--- src/hw/bmu_defines.vh ---
`ifndef BMU_DEFINES_VH
`define BMU_DEFINES_VH
`define BMU_OP_SET 3'h0
`define BMU_OP_CLR 3'h1
`define BMU_OP_INV 3'h2
`define BMU_OP_TST 3'h3
`define BMU_OP_AND 3'h4
`define BMU_RST_BYTE 8'h00
`define BMU_RST_ADDR 16'h0000
`endif

--- src/hw/bmu_top.v ---
`timescale 1ns/1ps
`include "bmu_defines.vh"
// Functional notes
// - Bit set forces the chosen bit to one, others unchanged.
// - Bit clear forces the chosen bit to zero, others unchanged.
// - Bit invert complements the chosen bit and writes the byte back.
// - Bit test loads zero flag with the complement of the chosen bit.
// - Bit AND stores carry AND chosen bit into the carry flag.
// - Bit position may come from a 3-bit immediate field.
// - Register-sourced position uses only the register's three low bits.
module bmu_top (
   input wire clk,
   input wire arst_n,
   input wire start,
   input wire [2:0] op,
   input wire use_mem,
   input wire pos_from_reg,
   input wire [2:0] imm_pos,
   input wire [7:0] pos_reg,
   input wire [7:0] reg_operand,
   input wire carry_in,
   input wire zero_in,
   input wire [15:0] mem_addr_in,
   input wire [7:0] mem_rdata,
   input wire mem_ack,
   output reg busy,
   output reg done,
   output reg reg_we,
   output reg [7:0] reg_wdata,
   output reg ccr_we,
   output reg carry_out,
   output reg zero_out,
   output reg mem_req,
   output reg mem_we,
   output reg [15:0] mem_addr,
   output reg [7:0] mem_wdata
);
   localparam ST_IDLE = 2'h0;
   localparam ST_READ = 2'h1;
   localparam ST_WRITE = 2'h2;
   reg rst_s1_q;
   reg rst_n_q;
   reg [1:0] state_q;
   reg [1:0] state_d;
   reg [2:0] op_q;
   reg [2:0] op_d;
   reg [2:0] pos_q;
   reg [2:0] pos_d;
   reg cin_q;
   reg cin_d;
   reg zin_q;
   reg zin_d;
   reg busy_d;
   reg done_d;
   reg reg_we_d;
   reg [7:0] reg_wdata_d;
   reg ccr_we_d;
   reg carry_d;
   reg zero_d;
   reg mem_req_d;
   reg mem_we_d;
   reg [15:0] mem_addr_d;
   reg [7:0] mem_wdata_d;
   wire [2:0] pos_sel;
   wire [7:0] alu_in;
   wire [2:0] alu_op;
   wire [2:0] alu_pos;
   wire alu_cin;
   wire alu_zin;
   wire [7:0] alu_res;
   wire alu_c;
   wire alu_z;
   wire alu_wb;

   // Phase decode shared by the op, position and flag muxes of the datapath; the operand mux tests ST_READ.
   function is_idle;
      input [1:0] st;
      begin
         is_idle = (st == ST_IDLE);
      end
   endfunction

   always @(posedge clk or negedge arst_n) begin
      if (!arst_n) begin
         rst_s1_q <= 1'h0;
         rst_n_q <= 1'h0;
      end else begin
         rst_s1_q <= 1'h1;
         rst_n_q <= rst_s1_q;
      end
   end
   // Only the low three bits of a register index the byte.
   assign pos_sel = pos_from_reg ? pos_reg[2:0] : imm_pos;
   // In idle the register path works straight from the inputs so it finishes in one cycle.
   assign alu_in = (state_q == ST_READ) ? mem_rdata : reg_operand;
   // Once a memory operation runs, the captured request drives the datapath, so inputs may move on.
   assign alu_op = is_idle(state_q) ? op : op_q;
   assign alu_pos = is_idle(state_q) ? pos_sel : pos_q;
   assign alu_cin = is_idle(state_q) ? carry_in : cin_q;
   assign alu_zin = is_idle(state_q) ? zero_in : zin_q;
   bmu_bit_alu u_alu (
      .op(alu_op),
      .operand(alu_in),
      .bit_pos(alu_pos),
      .carry_in(alu_cin),
      .zero_in(alu_zin),
      .result(alu_res),
      .carry_out(alu_c),
      .zero_out(alu_z),
      .writes_back(alu_wb)
   );

   always @* begin
      state_d = state_q;
      op_d = op_q;
      pos_d = pos_q;
      cin_d = cin_q;
      zin_d = zin_q;
      busy_d = busy;
      done_d = 1'h0;
      reg_we_d = 1'h0;
      reg_wdata_d = reg_wdata;
      ccr_we_d = 1'h0;
      carry_d = carry_out;
      zero_d = zero_out;
      mem_req_d = mem_req;
      mem_we_d = mem_we;
      mem_addr_d = mem_addr;
      mem_wdata_d = mem_wdata;
      case (state_q)
         ST_IDLE: begin
            // A request is taken only in idle, so a start while busy is ignored.
            if (start) begin
               op_d = op;
               pos_d = pos_sel;
               cin_d = carry_in;
               zin_d = zero_in;
               if (use_mem) begin
                  mem_req_d = 1'h1;
                  mem_we_d = 1'h0;
                  mem_addr_d = mem_addr_in;
                  busy_d = 1'h1;
                  state_d = ST_READ;
               end else begin
                  reg_we_d = alu_wb;
                  reg_wdata_d = alu_res;
                  ccr_we_d = ~alu_wb;
                  carry_d = alu_c;
                  zero_d = alu_z;
                  done_d = 1'h1;
               end
            end
         end
         ST_READ: begin
            if (mem_ack) begin
               if (alu_wb) begin
                  // The request stays up, so the modified byte goes back to the same address.
                  mem_we_d = 1'h1;
                  mem_wdata_d = alu_res;
                  state_d = ST_WRITE;
               end else begin
                  mem_req_d = 1'h0;
                  ccr_we_d = 1'h1;
                  carry_d = alu_c;
                  zero_d = alu_z;
                  busy_d = 1'h0;
                  done_d = 1'h1;
                  state_d = ST_IDLE;
               end
            end
         end
         ST_WRITE: begin
            if (mem_ack) begin
               mem_req_d = 1'h0;
               mem_we_d = 1'h0;
               busy_d = 1'h0;
               done_d = 1'h1;
               state_d = ST_IDLE;
            end
         end
         default: begin
            state_d = ST_IDLE;
         end
      endcase
   end

   always @(posedge clk or negedge rst_n_q) begin
      if (!rst_n_q) begin
         state_q <= ST_IDLE;
         op_q <= 3'h0;
         pos_q <= 3'h0;
         cin_q <= 1'h0;
         zin_q <= 1'h0;
         busy <= 1'h0;
         done <= 1'h0;
         reg_we <= 1'h0;
         reg_wdata <= `BMU_RST_BYTE;
         ccr_we <= 1'h0;
         carry_out <= 1'h0;
         zero_out <= 1'h0;
         mem_req <= 1'h0;
         mem_we <= 1'h0;
         mem_addr <= `BMU_RST_ADDR;
         mem_wdata <= `BMU_RST_BYTE;
      end else begin
         state_q <= state_d;
         op_q <= op_d;
         pos_q <= pos_d;
         cin_q <= cin_d;
         zin_q <= zin_d;
         busy <= busy_d;
         done <= done_d;
         reg_we <= reg_we_d;
         reg_wdata <= reg_wdata_d;
         ccr_we <= ccr_we_d;
         carry_out <= carry_d;
         zero_out <= zero_d;
         mem_req <= mem_req_d;
         mem_we <= mem_we_d;
         mem_addr <= mem_addr_d;
         mem_wdata <= mem_wdata_d;
      end
   end
endmodule

--- src/hw/bmu_bit_alu.v ---
`timescale 1ns/1ps
`include "bmu_defines.vh"
module bmu_bit_alu (
   input wire [2:0] op,
   input wire [7:0] operand,
   input wire [2:0] bit_pos,
   input wire carry_in,
   input wire zero_in,
   output reg [7:0] result,
   output reg carry_out,
   output reg zero_out,
   output reg writes_back
);
   wire [7:0] mask;
   wire sel_bit;
   assign mask = 8'h01 << bit_pos;
   assign sel_bit = operand[bit_pos];
   always @* begin
      result = operand;
      carry_out = carry_in;
      zero_out = zero_in;
      writes_back = 1'b0;
      case (op)
         `BMU_OP_SET: begin
            result = operand | mask;
            writes_back = 1'b1;
         end
         `BMU_OP_CLR: begin
            result = operand & ~mask;
            writes_back = 1'b1;
         end
         `BMU_OP_INV: begin
            result = operand ^ mask;
            writes_back = 1'b1;
         end
         `BMU_OP_TST: begin
            zero_out = ~sel_bit;
         end
         `BMU_OP_AND: begin
            carry_out = carry_in & sel_bit;
         end
         default: begin
            result = operand;
         end
      endcase
   end
endmodule

--- config.mk ---
export PLATFORM = sky130hd
export DESIGN_NAME = bmu_top
export DESIGN_NICKNAME = d
export VERILOG_FILES = /design/src/hw/bmu_top.v /design/src/hw/bmu_bit_alu.v
export VERILOG_INCLUDE_DIRS = /design/src /design/src/hw
export SDC_FILE = /design/constraint.sdc
export NUM_CORES = 1
export LEC_CHECK = 0
export ABC_AREA = 0
export ABC_CLOCK_PERIOD_IN_PS = 1730
export BUFFER_PORTS_ARGS = -buffer_cell sky130_fd_sc_hd__buf_2
export CAP_MARGIN = 20
export CORE_UTILIZATION = 50
export DETAILED_ROUTE_END_ITERATION = 6
export PLACE_DENSITY = 0.78
export SYNTH_ARGS = -nofsm -noshare
export SYNTH_HDL_FRONTEND = slang
export SYNTH_HIERARCHICAL = 1
export SYNTH_SLANG_ARGS = --single-unit
--- constraint.sdc ---
create_clock -name clk -period 1.73 [get_ports clk]
set_input_delay 0.173 -clock clk [delete_from_list [all_inputs] [get_ports clk]]
set_output_delay 0.173 -clock clk [all_outputs]
set_load 0.03 [all_outputs]
==> impl_metrics.json, run 1 <==
{
  "outcome": "finished with violations",
  "violations": "setup timing",
  "grt_max_degree": 50,
  "worst-path-max-fanout": 7,
  "fin_crit_sh": 1.39,
  "core_um2": 5680,
  "synth_enable_flop_cells": 0,
  "setup_ws_ns": -0.673,
  "end_kind": "flip-flop",
  "io_pins": 94,
  "syn2layout_area_growth_pct": 42.6,
  "first_pass_iters": 5,
  "path_clk_slew_ns": 0.09,
  "synth-xor-area-share": 0,
  "use_met2": 0.415,
  "crit_start": "state_q[0]",
  "synthAdderAreaFrac": 0.0911,
  "drc": 0,
  "synthArstFlopShare": 1.00,
  "num-fill-cells": 369,
  "layout_commonest_cell": "buf_2",
  "globalRouteOverflowTotal": 0,
  "post-route-util": 0.759,
  "use_met3": 0.0503,
  "period_minus_slack_ns": 2.40,
  "syn_avg_cell_area_um2": 11.4,
  "nNetsFinal": 470,
  "dp_cells": 450,
  "die_w_um": 79.8,
  "ys_ff_latch": 51,
  "p_int_w": 0.00564,
  "synth_flop_cell": "dfrtp_1",
  "antenna_found_initial": 0,
  "initial_core_util": 0.533,
  "max_slew.worst_pin.slew_ns": 0.602,
  "diodes": 0,
  "critPathLaunchType": "flip-flop",
  "synth.distinct_cells": 44,
  "grt_pass1_wl_um": 11700,
  "grt-busiest-layer": "met2",
  "crit_required_ns": 1.93,
  "setup_tns_ns": -12.40,
  "cts_sinks": 51,
  "port_buffers": 88,
  "yosys-mux-area-fraction": 0.219,
  "drive_above_1_share": 0.641,
  "clock-root-buffer": "clkbuf_8",
  "drt_iter0_drc": 189,
  "yosysSeqAreaShare": 0.422,
  "place.gp.congestion": 0.837,
  "cp.arrival_ns": 2.60,
  "numCtsBuffers": 5,
  "synth_nets": 342,
  "timing.rr.start": "state_q[0]",
  "cellPowerDensity_nw_per_um2": 2360,
  "slew_headroom": 0.598,
  "rows": 27,
  "synth_area_um2": 3020,
  "synth_compound_area_frac": 0.121,
  "syn_inst": 266,
  "setup_viol": 24,
  "critPathKind": "flip-flop to flip-flop",
  "hold_viol_final": 0,
  "synth_top_family_by_area": "multiplexers",
  "switching_share": 0.447,
  "drt-total-wl_um": 7790,
  "vias": 2544,
  "routedWlPerCell_um": 16.7,
  "fin_skew_ns": 0.00472,
  "final_cell_mix": "88 x buf_2, 50 x dfrtp_1, 39 x mux2_2",
  "vias_per_cell": 5.45,
  "synth-simple-area-share": 0.0935,
  "pre_cts_slack_ns": -0.721,
  "hpwl_um": 4970,
  "pwr-share-seq": 0.201,
  "grt_use_total": 0.240,
  "die_h_um": 79.8,
  "power_switching_w": 0.00455,
  "antenna_left": 0,
  "hp-start": "mem_addr_in[3]",
  "grt_util_met1": 0.289,
  "maxCapViolations": 0,
  "p_clk_frac": 0.097,
  "synth_warnings": 6,
  "htreeDepth": 2,
  "p_leak_nw": 2.05,
  "first_global_vias": 2557,
  "irDropWorstVdd_mv": 1.19,
  "rsz0062_at_grt": "true",
  "cts_tree": "built",
  "hold_path_class": "input pin to flip-flop",
  "dieArea_um2": 6360,
  "final_cells": 467,
  "clock_latency_ns": 0.31,
  "power_frac_comb": 0.702,
  "maxSlewViolCount": 0,
  "timing.fmax_mhz": 416,
  "clockBufferDepth": 2
}
-- timing repair --
action | CTS | global route
endpoints found under the hold margin | 2 | 0
hold buffers | 1 | 0
setup buffers | 7 | 2
setup endpoints to repair | 24 | 25
pin swaps | 15 | 13
gates resized for setup | 32 | 34
-- critical path: stages, from the launching register on --
cell,delay (ns)
dfrtp_1,0.41
buf_4,0.15
buf_6,0.11
ha_4,0.17
buf_12,0.14
mux2_4,0.34
mux2i_1,0.26
a21oi_2,0.11
o211ai_2,0.21
a41oi_2,0.12
mux2_4,0.27
-- flip-flops by register name, indices dropped and copies added, names as in the netlist --
register	cells
rst_s1_q	1
mem_addr	16
zero_out	1
mem_we	1
carry_out	1
reg_wdata	8
cin_q	1
pos_q	3
rst_n_q	1
ccr_we	1
mem_wdata	8
mem_req	1
reg_we	1
state_q	2
zin_q	1
done	1
op_q	3
-- Yosys cell counts, types with 4 or more instances --
cell type,n,area (um2)
a21oi_1,11,55.1
a22oi_1,4,30.0
buf_2,7,35.0
dfrtp_1,51,1280
ha_1,22,275
inv_1,16,60.1
mux2_2,50,563
mux2i_1,6,60.1
nand2_1,13,48.8
nand3_1,4,20.0
nor2_1,9,33.8
nor2b_1,4,25.0
nor3b_1,5,37.5
o21ai_0,11,55.1
o21ai_1,5,25.0
-- kinds of logic after synthesis --
| family | count (synthesis) |
|---|---|
| and+or+nand+nor | 51 |
| buffers and inverters | 31 |
| adders and majority gates | 22 |
| other | 1 |
| DFF | 51 |
| AOI/OAI and AO/OA | 51 |
| muxes | 59 |
-- through the flow --
step	hold slack (ns)	power [W]	cell area (um2)
finish	0.0900	0.0102	4310
global route	0.0772	0.0108	4310
CTS	0.0837	0.00948	4150
global placement	-0.0415	0.00776	3810
detailed placement	-0.0397	0.00794	3810
floorplan	-0.123	0.00628	3110
-- layer usage --
layer	share of wire	routed length, um	up-vias
met5	0	0	-
met4	0.031	245	0
met3	0.068	526	23
met2	0.49	3810	118
met1	0.41	3210	1213
li1	-	-	1190
-- cell type report --
type,instances,area (um2),share of cell area
Multi-Input combinational cell,184,1890,0.439
Sequential cell,51,1280,0.296
Timing Repair Buffer,136,850,0.197
Clock buffer,5,68.8,0.0160
Inverter,16,66.3,0.0154
Tap cell,72,90.1,0.0209
Clock inverter,3,67.6,0.0157
-- final timing paths --
| check | endpoint | slack, ns | cells past startpoint |
|---|---|---|---|
| setup / recovery | carry_out | -0.67 | 10 |
| hold / removal | mem_addr[3] | 0.09 | 2 |
| setup reg to reg | carry_out | -0.67 | 10 |
| hold reg to reg | state_q[1] | 0.36 | 1 |
| max in group asynchronous | mem_wdata[7] | 0.97 | 1 |
| min in group asynchronous | rst_n_q | 0.17 | 2 |
-- power groups by stage --
stage | Sequential, W | Combinational (W) | Clock [W]
2_1_floorplan | 0.00298 | 0.00330 | 0
3_3_place_gp | 0.00205 | 0.00571 | 0
3_5_place_dp | 0.00206 | 0.00588 | 0
4_1_cts | 0.00205 | 0.00643 | 0.00101
5_1_grt | 0.00213 | 0.00764 | 0.00105
6_report | 0.00205 | 0.00715 | 0.000988
(Power assumes the default switching activity.)
==> run 2, diff against run 1 <==
--- a/config.mk
+++ b/config.mk
@@ -13,6 +13,7 @@
 export CORE_UTILIZATION = 50
 export DETAILED_ROUTE_END_ITERATION = 6
 export PLACE_DENSITY = 0.78
+export REMOVE_ABC_BUFFERS = 1
 export SYNTH_ARGS = -nofsm -noshare
 export SYNTH_HDL_FRONTEND = slang
 export SYNTH_HIERARCHICAL = 1
==> run 2 against run 1 <==
The flow still finishes with violations (setup timing). Cell count is 3.6% higher. Critical path depth is 3 higher. Die area stayed put. Register-to-register slack worse by 0.07 ns. Wire length is 16% higher. Power is 7.7% higher. Non-clock buffer count is 17 higher. Maximum frequency is 2.9% lower.
==> impl_metrics.json, run 2 (synthesized netlist as in run 1, its figures left out) <==
{
  "clock_latency_ns": 0.31,
  "initial_core_util": 0.533,
  "dieArea_um2": 6360,
  "pre_cts_slack_ns": -0.818,
  "design_area_um2": 4570,
  "routedWlPerCell_um": 18.6,
  "path_clk_slew_ns": 0.10,
  "cp_common_cell": "buf_6",
  "clockBufferDepth": 2,
  "irDropWorstVdd_mv": 1.31,
  "cts_tree": "built",
  "dpl_cell_area_um2": 3830,
  "num-fill-cells": 312,
  "p_leak_nw": 2.20,
  "period_minus_slack_ns": 2.47,
  "end_kind": "flip-flop",
  "ff_latch_area_um2": 1280,
  "die_w_um": 79.8,
  "fin_skew_ns": 0.00758,
  "critPathBufInv": 3,
  "clock-root-buffer": "clkbuf_8",
  "p_total_w": 0.0110,
  "first_pass_iters": 4,
  "maxSlewViolCount": 0,
  "port_buffers": 88,
  "timing.fmax_mhz": 404,
  "dp_cells": 456,
  "cpMaxStageDelayCell": "dfrtp_1",
  "antenna_left": 0,
  "maxCapViolations": 0,
  "diodes": 0,
  "io_pins": 94,
  "drt_iter0_drc": 150,
  "grt_pass1_wl_um": 13200,
  "globalRouteOverflowTotal": 0,
  "worst-path-max-fanout": 8,
  "antenna_found_initial": 0,
  "vias": 2731,
  "drive_above_1_share": 0.665,
  "htreeDepth": 2,
  "first_global_vias": 2766,
  "hpwl_um": 5380,
  "place.gp.congestion": 0.830,
  "drt-total-wl_um": 9010,
  "crit_chain": "inv_2 > ha_4 > nor2_4 > a21oi_4 > buf_6 > buf_6 > nand3b_1 > ha_1 > nand2_1 > o21ai_0 > a22oi_1 > o21ai_2 > mux2_4",
  "cellPowerDensity_nw_per_um2": 2400,
  "drc": 0,
  "setup_viol": 24,
  "vias_per_cell": 5.64,
  "worst_path_largest_cell_delay_ns": 0.41,
  "critPathKind": "flip-flop to flip-flop",
  "largest_register_ffs": 16,
  "violations": "setup timing",
  "cp.arrival_ns": 2.67,
  "regMostFlops": "mem_addr",
  "critPathLaunchType": "flip-flop",
  "outcome": "finished with violations",
  "syn2layout_area_growth_pct": 51.0,
  "rows": 27,
  "fin_crit_sh": 1.43,
  "layout_commonest_cell": "buf_2",
  "cp_top_family": "adder cells",
  "final_cell_mix": "88 x buf_2, 50 x dfrtp_1, 46 x buf_4",
  "setup_ws_ns": -0.744,
  "core_um2": 5680,
  "cts_sinks": 51,
  "numCtsBuffers": 5,
  "die_h_um": 79.8,
  "rsz0062_at_grt": "true",
  "grt_max_degree": 36,
  "final_cells": 484,
  "multi_input_area_um2": 2010,
  "hold_path_class": "input pin to flip-flop",
  "grt_use_total": 0.277,
  "reg_top3": "mem_addr x16, mem_wdata x8, reg_wdata x8",
  "nNetsFinal": 487,
  "crit_required_ns": 1.93,
  "hold_viol_final": 0
}
## run 2: changes by cell type in the layout (fill, tap and decap cells not counted), moves of 3 or more
cell | before | now
ha_4 | 7 | 10
mux2_4 | 14 | 19
buf_6 | 9 | 14
o21ai_2 | 2 | 6
mux2_2 | 39 | 34
buf_4 | 37 | 46
## run 2: metal layers
layer,share of wire,wire (um),global-route usage,vias up
met5,0,0,0,-
met4,0.046,413,0.130,0
met3,0.055,492,0.0629,30
met2,0.48,4350,0.473,118
met1,0.42,3750,0.329,1360
li1,-,-,-,1223
## run 2: stage by stage
step	utilization	setup TNS, ns	hold WS, ns
after floorplan	-	-21.62	-0.123
after global placement	0.675	-14.00	-0.0406
after detailed placement	0.675	-15.39	-0.0408
after CTS	0.763	-10.43	0.0762
after global routing	0.804	-16.66	0.0674
final	0.804	-14.61	0.0872
## run 2: what timing repair did
| item | in CTS | in global routing |
|---|---|---|
| resized for setup | 69 | 41 |
| endpoints found under the hold margin | 2 | 0 |
| setup buffers | 12 | 10 |
| endpoints found under the setup margin | 24 | 25 |
| pin swaps | 23 | 16 |
| hold buffers | 1 | 0 |
## run 2: final timing paths
check                               end  slack (ns)      startpoint  cells after the start
min                         mem_addr[5]        0.09  mem_addr_in[5]                      2
min reg2reg                 mem_addr[3]        0.17         rst_n_q                      0
max in group asynchronous   mem_addr[6]        1.06         rst_n_q                      1
max                        reg_wdata[3]       -0.74      state_q[0]                     13
max reg2reg                reg_wdata[3]       -0.74      state_q[0]                     13
min in group asynchronous   mem_addr[3]        0.17         rst_n_q                      0
## run 2: cell type report
type | instances | share of cell area
clock buffer | 5 | 0.0151
clock inverter | 3 | 0.00603
inverter | 16 | 0.0137
multi-input combinational | 184 | 0.440
sequential | 51 | 0.280
tap | 72 | 0.0197
timing repair buffer | 153 | 0.225
## run 2: power breakdown
| part | internal (W) | switching [W] | total (W) | leakage (nW) |
|---|---|---|---|---|
| clock network | 0.000298 | 0.000439 | 0.000736 | 0.0463 |
| registers | 0.00177 | 0.000323 | 0.00209 | 0.610 |
| logic | 0.00386 | 0.00428 | 0.00814 | 1.54 |
| total | 0.00593 | 0.00504 | 0.0110 | 2.20 |
